## config.mk

```make
export PLATFORM = sky130hd
export DESIGN_NAME = xcvr_ctrl
export DESIGN_NICKNAME = d
export VERILOG_FILES = /design/src/hdl/xcvr_ctrl_pkg.sv /design/src/hdl/xcvr_ctrl.sv
export SDC_FILE = /design/constraint.sdc
export NUM_CORES = 1
export LEC_CHECK = 0
export BUFFER_PORTS_ARGS = -buffer_cell sky130_fd_sc_hd__clkbuf_2
export CAP_MARGIN = 5
export CORE_MARGIN = 8
export CORE_UTILIZATION = 55
export CTS_BUF_LIST = sky130_fd_sc_hd__clkbuf_4 sky130_fd_sc_hd__clkbuf_8
export DETAILED_ROUTE_END_ITERATION = 10
export HOLD_SLACK_MARGIN = 0.08
export PLACE_DENSITY = 0.78
export SYNTH_ARGS = -nofsm -noshare
export SYNTH_HDL_FRONTEND = slang
export SYNTH_SLANG_ARGS = --single-unit
```

## constraint.sdc

```tcl
create_clock -name clk_sys_i -period 6.08 [get_ports clk_sys_i]
set_clock_uncertainty 0.15 [all_clocks]
set_input_delay 1.216 -clock clk_sys_i [delete_from_list [all_inputs] [get_ports clk_sys_i]]
set_output_delay 1.216 -clock clk_sys_i [all_outputs]
set_load 0.005 [all_outputs]
```

## src/hdl/xcvr_ctrl_pkg.sv

```systemverilog
// package: constants, enums and carriers of the transceiver control logic
package xcvr_ctrl_pkg;

  // ***************************************************************
  // clock and timing
  // ***************************************************************
  localparam int CLK_PERIOD_NS       = 20;
  localparam int TX_ACTIVE_LIMIT_NS  = 1500000;
  localparam int TX_ACTIVE_LIMIT_CYC = (TX_ACTIVE_LIMIT_NS + CLK_PERIOD_NS - 1) / CLK_PERIOD_NS;
  localparam int WAKE_FILTER_NS      = 10000;
  localparam int WAKE_FILTER_CYC     = (WAKE_FILTER_NS + CLK_PERIOD_NS - 1) / CLK_PERIOD_NS;
  localparam int MODE_CHANGE_NS      = 20000;
  localparam int MODE_CHANGE_CYC     = (MODE_CHANGE_NS + CLK_PERIOD_NS - 1) / CLK_PERIOD_NS;
  localparam int PAT_PHASE_MIN_NS    = 1000;
  localparam int PAT_PHASE_MIN_CYC   = (PAT_PHASE_MIN_NS + CLK_PERIOD_NS - 1) / CLK_PERIOD_NS;
  localparam int PAT_WINDOW_NS       = 50000;
  localparam int PAT_WINDOW_CYC      = PAT_WINDOW_NS / CLK_PERIOD_NS;
  localparam int FRAME_BIT_NS        = 100;
  localparam int FRAME_BIT_CYC       = FRAME_BIT_NS / CLK_PERIOD_NS;

  // ***************************************************************
  // wake frame payload: bit i set means byte i is 8'hff, else 8'h00
  // ***************************************************************
  localparam int          FRAME_BYTES    = 32;
  localparam logic [31:0] WAKE_FRAME_MAP = 32'hf83e7c1f;

  // ***************************************************************
  // register map (byte addresses) and reset values
  // ***************************************************************
  localparam logic [7:0] REG_CTRL_OFS     = 8'h00;
  localparam logic [7:0] REG_FLAGS_OFS    = 8'h04;
  localparam logic [7:0] REG_WAKE_CLR_OFS = 8'h08;
  localparam logic [7:0] REG_STATUS_OFS   = 8'h0c;
  localparam logic [1:0] CTRL_RESET       = 2'h3;
  localparam int         CTRL_PATTERN_EN  = 0;
  localparam int         CTRL_FRAME_EN    = 1;

  // ***************************************************************
  // status word fields
  // ***************************************************************
  localparam int ST_LOCAL_WAKE  = 0;
  localparam int ST_REMOTE_WAKE = 1;
  localparam int ST_UNUSED_HIGH = 2;
  localparam int ST_LATCH_LO    = 3;
  localparam int ST_CLEAR_LO    = 4;
  localparam int ST_LATCH_HI    = 10;
  localparam int ST_GUARDIAN    = 11;

  // ***************************************************************
  // types
  // ***************************************************************
  typedef enum logic [2:0] {
    MODE_NORMAL, MODE_RX_ONLY, MODE_STANDBY, MODE_GOTOSLEEP, MODE_SLEEP
  } op_mode_t;

  typedef enum logic [1:0] {SYM_IDLE, SYM_DATA0, SYM_DATA1} bus_sym_t;

  typedef enum logic [1:0] {TX_LOW_POWER_IDLE, TX_IDLE, TX_DATA0, TX_DATA1} tx_sym_t;

  typedef enum logic [1:0] {PAT_HUNT, PAT_FIRST_D0, PAT_GAP, PAT_SECOND_D0} pat_state_t;

  typedef struct packed {
    logic     mode_pin;
    logic     standby_n;
    logic     txd;
    logic     transmit_enable_n;
    logic     guardian_tx_enable;
    logic     wake_pin;
    bus_sym_t rx_sym;
  } pins_t;

  // order follows status bits S3..S10 with the timeout slot taken out
  typedef struct packed {
    logic uv_io;
    logic uv_cc;
    logic uv_bat;
    logic thermal_warning;
    logic thermal_shutdown;
    logic bus_error;
    logic power_on;
  } flags_t;

endpackage : xcvr_ctrl_pkg

```

## src/hdl/xcvr_ctrl.sv

```systemverilog
// transceiver control logic: bus symbol mapping, wake detection, error pin and status read-out
//
// Functional notes
// RULE1: low-power idle, idle, or data per guardian/enable
// RULE2: receive pins follow bus or wake flag
// RULE3: guardian disables transmitter; activity shows bus idle
// RULE4: inhibit driven high except in sleep
// RULE5: low-power modes watch bus for remote wake
// RULE6: pattern begun in normal power still wakes
// RULE7: two data0 with idle or data1 between
// RULE8: listed 10 Mbit/s payload frame also wakes
// RULE9: all three remote wake forms handled alike
// RULE10: filtered falling wake pin gives local wake
// RULE11: wake pin bias follows filtered level
// RULE12: error pin shows error or wake by mode
// RULE13: error pin low when shown flag set
// RULE14: receive-only shows error or wake source
// RULE15: status shifted out inverted on mode pin falls
// RULE16: toggling mode pin holds mode during read-out
// RULE17: stable mode pin ends read-out, mode changes
// RULE18: clear read S4..S10 whose flags are gone
// RULE19: read-out starts at S0, any length
// RULE20: error flag ORs faults, timeout, undervoltages
// RULE21: long transmit enable sets timeout, blocks transmitter
// RULE22: wake flag forces standby, clears undervoltage
// RULE23: host samples error pin after falls, inverts
`timescale 1ns/1ps
module xcvr_ctrl #(
  parameter int         TX_LIMIT_CYC = xcvr_ctrl_pkg::TX_ACTIVE_LIMIT_CYC,
  parameter logic [7:0] VER_ANALOG   = 8'h11, // arbitrary value
  parameter logic [7:0] VER_DIGITAL  = 8'h22  // arbitrary value
) (
  input  wire logic                      clk_sys_i,
  input  wire logic                      srst_i,
  input  wire xcvr_ctrl_pkg::op_mode_t   op_mode_i,
  input  wire xcvr_ctrl_pkg::pins_t      pins_i,
  input  wire xcvr_ctrl_pkg::flags_t     flags_i,
  output logic [1:0]                     tx_sym_o,
  output logic                           rxd_o,
  output logic                           receive_activity_n_o,
  output logic                           regulator_inhibit_out_o,
  output logic                           regulator_inhibit_out_oe_o,
  output logic                           error_out_n_o,
  output logic                           wake_pull_up_o,
  output logic                           tx_timeout_o,
  output logic                           error_flag_o,
  output logic                           force_standby_o,
  output logic                           uv_clear_o,
  output logic                           mode_hold_o,
  output logic                           readout_done_o,
  input  wire logic                      psel_i,
  input  wire logic                      penable_i,
  input  wire logic                      pwrite_i,
  input  wire logic [7:0]                paddr_i,
  input  wire logic [31:0]               pwdata_i,
  output logic [31:0]                    prdata_o,
  output logic                           pready_o,
  output logic                           pslverr_o
);
  import xcvr_ctrl_pkg::*;

  // ***************************************************************
  // sizes and checks
  // ***************************************************************
  localparam int TOW = $clog2(TX_LIMIT_CYC + 1);
  localparam int WFW = $clog2(WAKE_FILTER_CYC + 1);
  localparam int MCW = $clog2(MODE_CHANGE_CYC + 1);
  localparam int PMW = $clog2(PAT_PHASE_MIN_CYC + 1);
  localparam int PWW = $clog2(PAT_WINDOW_CYC + 1);

  localparam logic [TOW-1:0] TO_LIMIT  = TOW'(TX_LIMIT_CYC);
  localparam logic [WFW-1:0] WF_LIMIT  = WFW'(WAKE_FILTER_CYC);
  localparam logic [MCW-1:0] MC_LIMIT  = MCW'(MODE_CHANGE_CYC);
  localparam logic [PMW-1:0] PAT_MIN   = PMW'(PAT_PHASE_MIN_CYC);
  localparam logic [PWW-1:0] PAT_WIN   = PWW'(PAT_WINDOW_CYC);
  localparam logic [3:0]     FR_BIT    = 4'(FRAME_BIT_CYC - 1);
  localparam logic [3:0]     FR_FIRST  = 4'(FRAME_BIT_CYC + FRAME_BIT_CYC / 2 - 1);
  localparam logic [4:0]     FR_LAST   = 5'(FRAME_BYTES - 1);

  if (TX_LIMIT_CYC < 1) begin : g_chk_limit
    $error("transmit enable limit must be at least one cycle");
  end
  if (FRAME_BIT_CYC < 2 || FRAME_BIT_CYC > 10) begin : g_chk_frame
    $error("frame bit time out of range of the sampler");
  end

  // ***************************************************************
  // state
  // ***************************************************************
  typedef struct packed {
    pins_t          sync1;
    pins_t          sync2;
    pins_t          prev;
    logic [TOW-1:0] to_cnt;
    logic           timeout;
    logic [WFW-1:0] wk_cnt;
    logic           wake_filt;
    logic           local_wake;
    logic           remote_wake;
    logic           remote_last;
    logic           mode_pin_since_wake;
    pat_state_t     pat;
    logic [PMW-1:0] pat_cnt;
    logic [PWW-1:0] pat_age;
    logic           fr_active;
    logic [3:0]     fr_cnt;
    logic [3:0]     fr_bits;
    logic [7:0]     fr_shift;
    logic [4:0]     fr_idx;
    logic           ro_active;
    logic [4:0]     ro_idx;
    logic [31:0]    ro_read;
    logic [MCW-1:0] mc_cnt;
    logic           ro_bit_n;
    logic           ro_done;
    logic [ST_LATCH_HI:ST_LATCH_LO] shadow;
    logic           bge_latch;
    tx_sym_t        tx;
    logic           rxd;
    logic           rxact_n;
    logic           err_n;
    logic           inh_oe;
    logic           wake_pulse;
    logic [1:0]     ctrl;
    logic [31:0]    prdata;
    logic           slverr;
  } state_t;

  state_t r_reg;
  state_t r_next;

  // ***************************************************************
  // decoders
  // ***************************************************************
  function automatic logic rx_bit(input bus_sym_t s);
    rx_bit = (s != SYM_DATA0);
  endfunction : rx_bit

  function automatic logic addr_mapped(input logic [7:0] a);
    addr_mapped = (a == REG_CTRL_OFS) || (a == REG_FLAGS_OFS) ||
                  (a == REG_WAKE_CLR_OFS) || (a == REG_STATUS_OFS);
  endfunction : addr_mapped

  // ***************************************************************
  // next state
  // ***************************************************************
  always_comb begin
    logic        low_power;
    logic        normal;
    logic        tx_allowed;
    logic        err_flag;
    logic        wake_flag;
    logic        mode_fall;
    logic        mode_rise;
    logic        local_ev;
    logic        pattern_hit;
    logic        frame_hit;
    logic        remote_ev;
    logic        clr_local;
    logic        clr_remote;
    logic        wr_acc;
    logic [7:0]  exp_byte;
    logic [31:0] status;
    logic [ST_LATCH_HI:ST_LATCH_LO] latch_set;
    logic [ST_LATCH_HI:ST_LATCH_LO] latch_clr;
    r_next      = r_reg;
    low_power   = (op_mode_i == MODE_STANDBY) || (op_mode_i == MODE_GOTOSLEEP) ||
                  (op_mode_i == MODE_SLEEP);
    normal      = (op_mode_i == MODE_NORMAL);
    pattern_hit = 1'b0;
    frame_hit   = 1'b0;
    local_ev    = 1'b0;
    exp_byte    = WAKE_FRAME_MAP[r_reg.fr_idx] ? 8'hff : 8'h00;
    wr_acc      = psel_i && penable_i && pwrite_i;
    mode_fall   = r_reg.prev.mode_pin && !r_reg.sync2.mode_pin;
    mode_rise   = !r_reg.prev.mode_pin && r_reg.sync2.mode_pin;

    // pin synchronisers
    r_next.sync1 = pins_i;
    r_next.sync2 = r_reg.sync1;
    r_next.prev  = r_reg.sync2;

    // transmit enable timeout
    if (normal && !r_reg.sync2.transmit_enable_n) begin
      if (r_reg.to_cnt < TO_LIMIT) begin
        r_next.to_cnt = r_reg.to_cnt + 1'b1;
      end else begin
        r_next.timeout = 1'b1; // RULE21
      end
    end else begin
      r_next.to_cnt  = '0;
      r_next.timeout = 1'b0;
    end

    err_flag = r_reg.timeout || flags_i.bus_error || flags_i.thermal_warning || // RULE20
               flags_i.thermal_shutdown || flags_i.uv_bat || flags_i.uv_cc || flags_i.uv_io;

    // transmitter
    tx_allowed = normal && r_reg.sync2.guardian_tx_enable && // RULE3
                 !r_reg.sync2.transmit_enable_n && !r_reg.timeout && // RULE21
                 !flags_i.thermal_shutdown;
    if (low_power) begin
      r_next.tx = TX_LOW_POWER_IDLE; // RULE1
    end else if (!tx_allowed) begin
      r_next.tx = TX_IDLE; // RULE1
    end else begin
      r_next.tx = r_reg.sync2.txd ? TX_DATA1 : TX_DATA0; // RULE1
    end
    r_next.inh_oe = (op_mode_i != MODE_SLEEP); // RULE4

    // wake pin filter and bias
    if (r_reg.sync2.wake_pin == r_reg.wake_filt) begin
      r_next.wk_cnt = '0;
    end else if (r_reg.wk_cnt < WF_LIMIT) begin
      r_next.wk_cnt = r_reg.wk_cnt + 1'b1;
    end else begin
      r_next.wk_cnt    = '0;
      r_next.wake_filt = r_reg.sync2.wake_pin; // RULE11
      local_ev         = low_power && !r_reg.sync2.wake_pin; // RULE10
    end

    // wake pattern detector, runs in every mode so a pattern begun earlier still counts
    if (r_reg.pat != PAT_HUNT) begin
      r_next.pat_age = r_reg.pat_age + 1'b1;
    end
    case (r_reg.pat)
      PAT_HUNT: begin
        if (r_reg.sync2.rx_sym == SYM_DATA0) begin
          r_next.pat     = PAT_FIRST_D0;
          r_next.pat_cnt = '0;
          r_next.pat_age = '0;
        end
      end
      PAT_FIRST_D0: begin
        if (r_reg.sync2.rx_sym == SYM_DATA0) begin
          if (r_reg.pat_cnt < PAT_MIN) r_next.pat_cnt = r_reg.pat_cnt + 1'b1;
        end else if (r_reg.pat_cnt >= PAT_MIN) begin
          r_next.pat     = PAT_GAP; // RULE7
          r_next.pat_cnt = '0;
        end else begin
          r_next.pat = PAT_HUNT;
        end
      end
      PAT_GAP: begin
        if (r_reg.sync2.rx_sym != SYM_DATA0) begin
          if (r_reg.pat_cnt < PAT_MIN) r_next.pat_cnt = r_reg.pat_cnt + 1'b1;
        end else begin
          r_next.pat     = (r_reg.pat_cnt >= PAT_MIN) ? PAT_SECOND_D0 : PAT_FIRST_D0; // RULE7
          r_next.pat_cnt = '0;
        end
      end
      PAT_SECOND_D0: begin
        if (r_reg.sync2.rx_sym != SYM_DATA0) begin
          r_next.pat = PAT_HUNT;
        end else if (r_reg.pat_cnt < PAT_MIN) begin
          r_next.pat_cnt = r_reg.pat_cnt + 1'b1;
        end else begin
          pattern_hit = 1'b1; // RULE7
          r_next.pat  = PAT_HUNT;
        end
      end
      default: r_next.pat = PAT_HUNT;
    endcase
    if (r_reg.pat != PAT_HUNT && r_reg.pat_age >= PAT_WIN) begin
      r_next.pat = PAT_HUNT;
    end

    // wake frame decoder: byte start falling edge, then eight centre samples
    if (!r_reg.fr_active) begin
      if (rx_bit(r_reg.prev.rx_sym) && !rx_bit(r_reg.sync2.rx_sym)) begin
        r_next.fr_active = 1'b1;
        r_next.fr_cnt    = FR_FIRST;
        r_next.fr_bits   = '0;
      end
    end else if (r_reg.fr_cnt != 4'h0) begin
      r_next.fr_cnt = r_reg.fr_cnt - 1'b1;
    end else if (r_reg.fr_bits == 4'h7) begin
      r_next.fr_active = 1'b0;
      if ({r_reg.fr_shift[6:0], rx_bit(r_reg.sync2.rx_sym)} == exp_byte) begin
        if (r_reg.fr_idx == FR_LAST) begin
          frame_hit     = 1'b1; // RULE8
          r_next.fr_idx = '0;
        end else begin
          r_next.fr_idx = r_reg.fr_idx + 1'b1;
        end
      end else begin
        r_next.fr_idx = {4'h0, ({r_reg.fr_shift[6:0], rx_bit(r_reg.sync2.rx_sym)} == 8'hff)};
      end
    end else begin
      r_next.fr_shift = {r_reg.fr_shift[6:0], rx_bit(r_reg.sync2.rx_sym)};
      r_next.fr_bits  = r_reg.fr_bits + 1'b1;
      r_next.fr_cnt   = FR_BIT;
    end

    // wake flags: set wins over any clear
    remote_ev  = low_power && ((pattern_hit && r_reg.ctrl[CTRL_PATTERN_EN]) || // RULE5 RULE6
                               (frame_hit && r_reg.ctrl[CTRL_FRAME_EN])); // RULE9
    clr_local  = normal || (wr_acc && paddr_i == REG_WAKE_CLR_OFS && pwdata_i[0]);
    clr_remote = normal || (wr_acc && paddr_i == REG_WAKE_CLR_OFS && pwdata_i[1]);
    r_next.local_wake  = local_ev || (r_reg.local_wake && !clr_local);
    r_next.remote_wake = remote_ev || (r_reg.remote_wake && !clr_remote);
    if (remote_ev) begin
      r_next.remote_last = 1'b1;
    end else if (local_ev) begin
      r_next.remote_last = 1'b0;
    end
    wake_flag = r_reg.local_wake || r_reg.remote_wake;
    r_next.wake_pulse = (local_ev || remote_ev) && !wake_flag; // RULE22
    if (r_next.wake_pulse) begin
      r_next.mode_pin_since_wake = 1'b0;
    end else if (r_reg.sync2.mode_pin) begin
      r_next.mode_pin_since_wake = 1'b1;
    end

    // receiver pins
    if (low_power) begin
      r_next.rxd     = !wake_flag; // RULE2
      r_next.rxact_n = !wake_flag; // RULE2
    end else begin
      r_next.rxd     = (r_reg.sync2.rx_sym != SYM_DATA0); // RULE2
      r_next.rxact_n = (r_reg.sync2.rx_sym == SYM_IDLE); // RULE2 RULE3
    end

    // status word
    status                 = '0;
    status[ST_LOCAL_WAKE]  = r_reg.local_wake;
    status[ST_REMOTE_WAKE] = r_reg.remote_wake;
    status[ST_UNUSED_HIGH] = 1'b1;
    status[ST_LATCH_HI:ST_LATCH_LO] = r_reg.shadow;
    status[ST_GUARDIAN]    = normal && r_reg.bge_latch;
    status[23:16]          = VER_ANALOG;
    status[31:24]          = VER_DIGITAL;

    // serial read-out on the mode pin
    latch_set = {flags_i.uv_io, flags_i.uv_cc, flags_i.uv_bat, r_reg.timeout,
                 flags_i.thermal_warning, flags_i.thermal_shutdown, flags_i.bus_error,
                 flags_i.power_on};
    latch_clr      = '0;
    r_next.ro_done = 1'b0;
    if (mode_fall || mode_rise) begin
      r_next.mc_cnt = '0;
    end else if (r_reg.mc_cnt < MC_LIMIT) begin
      r_next.mc_cnt = r_reg.mc_cnt + 1'b1;
    end
    if (mode_fall && !r_reg.ro_active) begin
      r_next.ro_active  = 1'b1; // RULE16
      r_next.ro_idx     = '0; // RULE19
      r_next.ro_read    = 32'h0000_0001;
      r_next.ro_bit_n   = !status[0]; // RULE15
    end else if (mode_fall) begin
      if (r_reg.ro_idx != 5'h1f) begin
        r_next.ro_idx = r_reg.ro_idx + 1'b1; // RULE19
      end
      r_next.ro_read[r_next.ro_idx] = 1'b1;
      r_next.ro_bit_n = !status[r_next.ro_idx]; // RULE15 RULE13
    end else if (r_reg.ro_active && r_reg.mc_cnt == MC_LIMIT) begin
      r_next.ro_active = 1'b0; // RULE17
      r_next.ro_done   = 1'b1; // RULE17
      for (int i = ST_CLEAR_LO; i <= ST_LATCH_HI; i++) begin
        latch_clr[i] = r_reg.ro_read[i] && !latch_set[i]; // RULE18
      end
    end
    if (mode_rise && r_reg.ro_active && normal) begin
      r_next.bge_latch = r_reg.sync2.guardian_tx_enable;
    end
    r_next.shadow = (r_reg.shadow & ~latch_clr) | latch_set;

    // error pin
    if (r_reg.ro_active) begin
      r_next.err_n = r_reg.ro_bit_n; // RULE15
    end else if (!r_reg.sync2.standby_n || low_power) begin
      r_next.err_n = !wake_flag; // RULE12 RULE13
    end else if (r_reg.sync2.mode_pin || r_reg.mode_pin_since_wake || !wake_flag) begin
      r_next.err_n = !err_flag; // RULE12 RULE13 RULE14
    end else begin
      r_next.err_n = !r_reg.remote_last; // RULE14
    end

    // register bus: data and error prepared in the setup cycle
    if (psel_i && !penable_i) begin
      r_next.slverr = !addr_mapped(paddr_i);
      case (paddr_i)
        REG_CTRL_OFS:   r_next.prdata = {30'h0, r_reg.ctrl};
        REG_FLAGS_OFS:  r_next.prdata = {24'h0, r_reg.ro_active, r_reg.timeout, err_flag,
                                         r_reg.wake_filt, r_reg.remote_last,
                                         r_reg.mode_pin_since_wake, r_reg.remote_wake,
                                         r_reg.local_wake};
        REG_STATUS_OFS: r_next.prdata = status;
        default:        r_next.prdata = 32'h0;
      endcase
    end
    if (wr_acc && paddr_i == REG_CTRL_OFS) begin
      r_next.ctrl = pwdata_i[1:0];
    end
  end

  // ***************************************************************
  // registers
  // ***************************************************************
  always_ff @(posedge clk_sys_i) begin
    if (srst_i) begin
      r_reg           <= '0;
      r_reg.wake_filt <= 1'b1;
      r_reg.rxd       <= 1'b1;
      r_reg.rxact_n   <= 1'b1;
      r_reg.err_n     <= 1'b1;
      r_reg.ro_bit_n  <= 1'b1;
      r_reg.inh_oe    <= 1'b1;
      r_reg.ctrl      <= CTRL_RESET;
      r_reg.tx        <= TX_LOW_POWER_IDLE;
      r_reg.pat       <= PAT_HUNT;
    end else begin
      r_reg <= r_next;
    end
  end

  // ***************************************************************
  // outputs
  // ***************************************************************
  assign tx_sym_o                   = r_reg.tx;
  assign rxd_o                      = r_reg.rxd;
  assign receive_activity_n_o       = r_reg.rxact_n;
  assign regulator_inhibit_out_o    = 1'b1;
  assign regulator_inhibit_out_oe_o = r_reg.inh_oe; // RULE4
  assign error_out_n_o              = r_reg.err_n;
  assign wake_pull_up_o             = r_reg.wake_filt; // RULE11
  assign tx_timeout_o               = r_reg.timeout;
  assign error_flag_o               = r_reg.timeout || (|flags_i[6:1]); // RULE20
  assign force_standby_o            = r_reg.wake_pulse; // RULE22
  assign uv_clear_o                 = r_reg.wake_pulse; // RULE22
  assign mode_hold_o                = r_reg.ro_active; // RULE16
  assign readout_done_o             = r_reg.ro_done;
  assign prdata_o                   = r_reg.prdata;
  assign pready_o                   = psel_i && penable_i;
  assign pslverr_o                  = psel_i && penable_i && r_reg.slverr;

endmodule : xcvr_ctrl

```

==> results of run 1 <==
-- cell type report --
cell class,count,area (µm²)
inverter,23,86.3
multi-input combinational,607,3570
timing repair buffer,64,323
fill,1147,4950
clock inverter,14,129
sequential,150,3000
clock buffer,18,241
tap,172,215
-- cell usage in the layout (no fill, tap or decap), types with 18 or more instances in the layout --
cell type  netlist  routed
dfxtp_1        150     150
and3_1          18      18
nand3_1         33      33
xnor2_1         22      22
a21oi_1         61      61
inv_1           22      22
nor2b_1         26      26
nor3_1          22      22
clkbuf_2         0      62
nor2_1         124     124
nand2_1         76      76
-- logic make-up (layout without fill, tap and decap cells) --
group	Yosys count	count (layout)	synth area share
AND/OR/NAND/NOR	364	364	0.251
flip-flops	150	150	0.429
AO/OA/AOI/OAI	149	149	0.135
buffers and inverters	93	119	0.0695
XOR/XNOR	39	39	0.0488
multiplexers	20	20	0.0347
adder cells (fa/ha/maj)	18	18	0.0320
other	2	17	0.00107
-- per-layer routing --
metal | vias up | part of all wire | track usage
met5 | - | 0 | 0
met4 | 0 | 0.017 | 0.0760
met3 | 23 | 0.059 | 0.0430
met2 | 152 | 0.46 | 0.294
met1 | 2705 | 0.47 | 0.240
li1 | 2913 | - | -
-- synth_stat cells (all sizes together), types with 3 or more instances --
| cell | n | share of area |
|---|---|---|
| nand2 | 76 | 0.041 |
| o31ai | 5 | 0.0054 |
| nand2b | 3 | 0.0027 |
| inv | 23 | 0.012 |
| ha | 17 | 0.030 |
| xor2 | 17 | 0.021 |
| nand3 | 33 | 0.024 |
| nor3b | 3 | 0.0032 |
| dfxtp | 150 | 0.43 |
| mux2 | 4 | 0.0064 |
| xnor2 | 22 | 0.028 |
| clkbuf | 30 | 0.016 |
| a211o | 3 | 0.0038 |
| mux4 | 3 | 0.0096 |
| a21boi | 3 | 0.0032 |
| a21oi | 61 | 0.044 |
| a22oi | 7 | 0.0075 |
| nor2b | 26 | 0.023 |
| o211ai | 6 | 0.0064 |
| nor3 | 22 | 0.016 |
| and3 | 18 | 0.016 |
| nand4b | 4 | 0.0050 |
| a211oi | 7 | 0.0075 |
| or2 | 7 | 0.0066 |
| o21ai | 19 | 0.014 |
| mux2i | 13 | 0.019 |
| and4 | 5 | 0.0063 |
| buf | 40 | 0.041 |
| and2 | 8 | 0.0071 |
| nor4 | 10 | 0.0098 |
| nand4 | 12 | 0.011 |
| nor2 | 124 | 0.066 |
| a41oi | 5 | 0.0063 |
| or3 | 8 | 0.0071 |
| a31oi | 13 | 0.012 |
-- final timing paths --
| check | startpoint | end | cells past startpoint |
|---|---|---|---|
| worst max-delay path | flags_i[2] | error_flag_o | 6 |
| worst min register to register | r_next[184]$_SDFF_PP0_ | r_next[176]$_SDFF_PP0_ | 1 |
| worst min-delay path | r_next[184]$_SDFF_PP0_ | r_next[176]$_SDFF_PP0_ | 1 |
| worst max register to register | r_reg[95]$_SDFFE_PP0P_ | r_reg[52]$_SDFFE_PP1P_ | 7 |
-- critical path: stages --
cell      delay [ns]
clkbuf_2        0.10
nor2_1          0.26
nand2_1         0.09
nor4_1          0.45
inv_1           0.08
clkbuf_2        0.13
-- report_power, final --
group / total (W) / internal [W] / switching, W / leakage (nW)
Combinational: 0.000104 / 0.0000395 / 0.0000642 / 1.48
Sequential: 0.00102 / 0.00100 / 0.0000178 / 1.22
Clock: 0.000725 / 0.000331 / 0.000394 / 0.188
Total: 0.00185 / 0.00137 / 0.000476 / 2.89
-- per-stage QoR --
stage / hold slack (ns) / std cells
floorplan: 0.263 / 850
global placement: 0.277 / 1016
detailed placement: 0.283 / 1016
CTS: 0.301 / 1048
global route: 0.319 / 1048
finish: 0.298 / 1048
==> impl_metrics.yaml, run 1 <==
clocking:
  cts-buffers-inserted: 17
  clk-insertion-delay-late_ns: 0.46
  cts_max_level: 4
  postCtsSetupRepairBufs: 0
  cts-root-buf: "clkbuf_8"
  path_clk_slew_ns: 0.08
  cts_sinks: 150
  hold_buffers: 0
  cts_tree: "yes"
  cts_max_path_buffers: 2
  cts_resized: 0
setup_path:
  cp_data_arrival_time_ns: 2.31
  crit_required_ns: 4.71
  critPathCaptureType: "primary output"
  worst-setup-path-type: "input port to primary output"
  reg2reg_slack_ns: 3.12
  crit_path_start_kind: "input port"
  path_max_fanout: 3
power:
  power.density_nw_per_um2: 244
  p_total_w: 0.00185
  p_leak_nw: 2.89
  peakVddDrop_mv: 0.127
global_route:
  grt_pass1_vias: 5230
  grt_start_max_net_pins: 84
  overflow: 0
  antenna_found_initial: 0
  grt_pass1_wl_mm: 25.0
  grt_use_total: 0.186
synthesis:
  synth_area_um2: 7000
  syn_avg_cell_area_um2: 8.39
  synth_seq_cells: 150
  yosysSeqAreaShare: 0.429
  syn_inst: 835
  ys_types: 68
  yosysWarnings: 0
  synth-edff-count: 0
  synthArstFlopShare: 0
  ys.flop_type: "dfxtp_1"
cells_and_area:
  areaGrowthSynthToFinish_pct: 8.06
  n_antenna_cell: 0
  utilization: 0.605
  fin_area_um2: 7570
  nets: 943
  largest_register_ffs: 109
  drive_gt1_frac: 0.128
routing:
  vias_per_cell: 5.53
  drc_errors: 0
  drt_iter0_markers: 400
  wl_mm: 15.1
  vias: 5793
  ant_nets: 0
  first_pass_iters: 5
  routedWlPerCell_um: 14.4
floorplan:
  die_h_um: 129
  rows: 41
  die_w_um: 129
  initial_core_util: 0.560
  core_area_um2: 12500
  die_area_um2: 16600
  ios: 111
place:
  dp_worst_setup_slack_ns: 2.42
  place.gp.congestion: 0.888
  hpwl_mm: 10.4
  portBuffers: 63
  dpl-instance-area_um2: 7200
sta:
  hold_viol: 0
  slew-limit-headroom: 0.361
  min_period_ns: 3.68
  worst_pin_slew_ns: 0.958
  setup_viol: 0
  period_share: 0.605
  slew_violations: 0
  rsz0062_at_grt: "false"
  fin_ws_ns: 2.40
  setup_tns_ns: 0
  max_freq_ghz: 0.272
outcome:
  status: "completed"
flow_run:
  maxCapViolCount: 0
min_path:
  hp-class: "flop to flop"
Power figures use the tool's default switching activity.
==> run 2: changes to the inputs <==
--- a/config.mk
+++ b/config.mk
@@ -8,7 +8,7 @@
 export BUFFER_PORTS_ARGS = -buffer_cell sky130_fd_sc_hd__clkbuf_2
 export CAP_MARGIN = 5
 export CORE_MARGIN = 8
-export CORE_UTILIZATION = 55
+export CORE_UTILIZATION = 53
 export CTS_BUF_LIST = sky130_fd_sc_hd__clkbuf_4 sky130_fd_sc_hd__clkbuf_8
 export DETAILED_ROUTE_END_ITERATION = 10
 export HOLD_SLACK_MARGIN = 0.08
==> constraint.sdc (replaced) <==
create_clock -name clk_sys_i -period 3.1 [get_ports clk_sys_i]
set_clock_uncertainty 0.15 [all_clocks]
set_input_delay 0.62 -clock clk_sys_i [delete_from_list [all_inputs] [get_ports clk_sys_i]]
set_output_delay 0.62 -clock clk_sys_i [all_outputs]
set_load 0.005 [all_outputs]
==> impl_metrics.yaml, run 2 (synthesized netlist as in run 1, its figures left out) <==
min_path:
  min_from: "pins_i[6]"
  hp-class: "input port to flop"
  min_to: "r_next[189]$_SDFF_PP0_"
  min_path_cells: 2
sta:
  worst_pin_slew_ns: 0.698
  slew_violations: 0
  min_period_ns: 2.55
  hold_viol: 0
  setup_tns_ns: 0
  rsz0062_at_grt: "false"
  slew-limit-headroom: 0.535
  max_freq_ghz: 0.393
  setup_viol: 0
  period_share: 0.821
setup_path:
  path_max_fanout: 3
  critPathMaxStageDelay_ns: 0.44
  critPathCaptureType: "primary output"
  cp_data_arrival_time_ns: 1.78
  rr_worst_depth: 7
  r2r_end: "r_reg[52]$_SDFFE_PP1P_"
  crit_required_ns: 2.33
  slowest_stage: "nor4_1"
  path_cells: "nor2_1 -> nand2_1 -> nor4_1 -> inv_1 -> clkbuf_2"
  reg2reg_slack_ns: 0.62
  reg2reg_from: "r_reg[95]$_SDFFE_PP0P_"
  worst-setup-path-type: "flop to primary output"
  crit_path_start_kind: "flop"
floorplan:
  die_h_um: 131
  ios: 111
  rows: 42
  die_area_um2: 17200
  initial_core_util: 0.535
  core_area_um2: 13100
  die_w_um: 131
cells_and_area:
  n_antenna_cell: 0
  largest_register_ffs: 109
  mostFrequentLayoutCell: "dfxtp_1"
  nets: 954
  layout_common_cells: "dfxtp_1 (150), nor2_1 (124), nand2_1 (76), clkbuf_2 (62), a21oi_1 (61)"
  areaGrowthSynthToFinish_pct: 10.2
  drive_gt1_frac: 0.138
  fin_area_um2: 7720
clocking:
  path_clk_slew_ns: 0.07
  cts-root-buf: "clkbuf_8"
  cts-buffers-inserted: 17
  cts_tree: "yes"
  clk-insertion-delay-late_ns: 0.44
  cts_max_path_buffers: 2
  cts_max_level: 4
  hold_buffers: 0
  postCtsSetupRepairBufs: 0
  cts_resized: 0
  cts_sinks: 150
global_route:
  antenna_found_initial: 0
  grt_pass1_vias: 5367
  grt_use_total: 0.179
  grt_start_max_net_pins: 46
  overflow: 0
  grt_pass1_wl_mm: 24.7
routing:
  routedWlPerCell_um: 13.7
  ant_nets: 0
  wl_mm: 14.6
  vias: 5745
  drc_errors: 0
  first_pass_iters: 5
  vias_per_cell: 5.41
  drt_iter0_markers: 390
outcome:
  status: "completed"
place:
  place.gp.congestion: 0.890
  dpl-instance-area_um2: 7290
  hpwl_mm: 10.8
  portBuffers: 63
flow_run:
  maxCapViolCount: 0
power:
  peakVddDrop_mv: 0.320
  power.density_nw_per_um2: 490
  p_leak_nw: 2.97
==> run 2: area by class of cell <==
| class | instances | area [µm²] |
|---|---|---|
| Timing Repair Buffer | 75 | 405 |
| Multi-Input combinational cell | 607 | 3570 |
| Tap cell | 176 | 220 |
| Fill cell | 1156 | 5370 |
| Sequential cell | 150 | 3000 |
| Clock inverter | 7 | 119 |
| Inverter | 23 | 86.3 |
| Clock buffer | 24 | 312 |
==> run 2: layer usage <==
layer  up-vias  share of wire  GRT usage
li1       2946              -          -
met2       116           0.47      0.291
met5         -              0          0
met3        14          0.054     0.0487
met4         0          0.011     0.0648
met1      2669           0.47      0.224
==> run 2: critical path: cells and delay by family, from the launching register on <==
family / cells / cell delay [ns]
AND/OR/NAND/NOR: 3 / 0.79
buffers and inverters: 2 / 0.21
flip-flops: 1 / 0.34
==> run 2: worst max-delay path by stage <==
stage | startpoint | end | cells after the start
3_5_place_dp | flags_i[2] | error_flag_o | 6
4_1_cts | tx_timeout_o$_SDFFE_PP0P_ | error_flag_o | 5
2_1_floorplan | r_reg[95]$_SDFFE_PP0P_ | r_reg[52]$_SDFFE_PP1P_ | 7
6_report | tx_timeout_o$_SDFFE_PP0P_ | error_flag_o | 5
5_1_grt | tx_timeout_o$_SDFFE_PP0P_ | error_flag_o | 5
3_3_place_gp | flags_i[2] | error_flag_o | 6
==> run 2: stage by stage <==
step,setup slack (ns),hold slack (ns),total power (W),util,std cells
after detailed placement,0.633,0.273,0.00225,0.557,1031
after global placement,0.669,0.275,0.00224,0.557,1031
after CTS,0.511,0.204,0.00382,0.590,1062
after global routing,0.332,0.209,0.00394,0.590,1062
final,0.554,0.228,0.00378,0.590,1062
after floorplan,0.832,0.263,0.00219,-,850
==> run 2: where the power goes <==
group | internal, W | switching (W)
combinational | 0.0000828 | 0.000123
sequential | 0.00196 | 0.0000357
clock | 0.000905 | 0.000675
total | 0.00295 | 0.000833
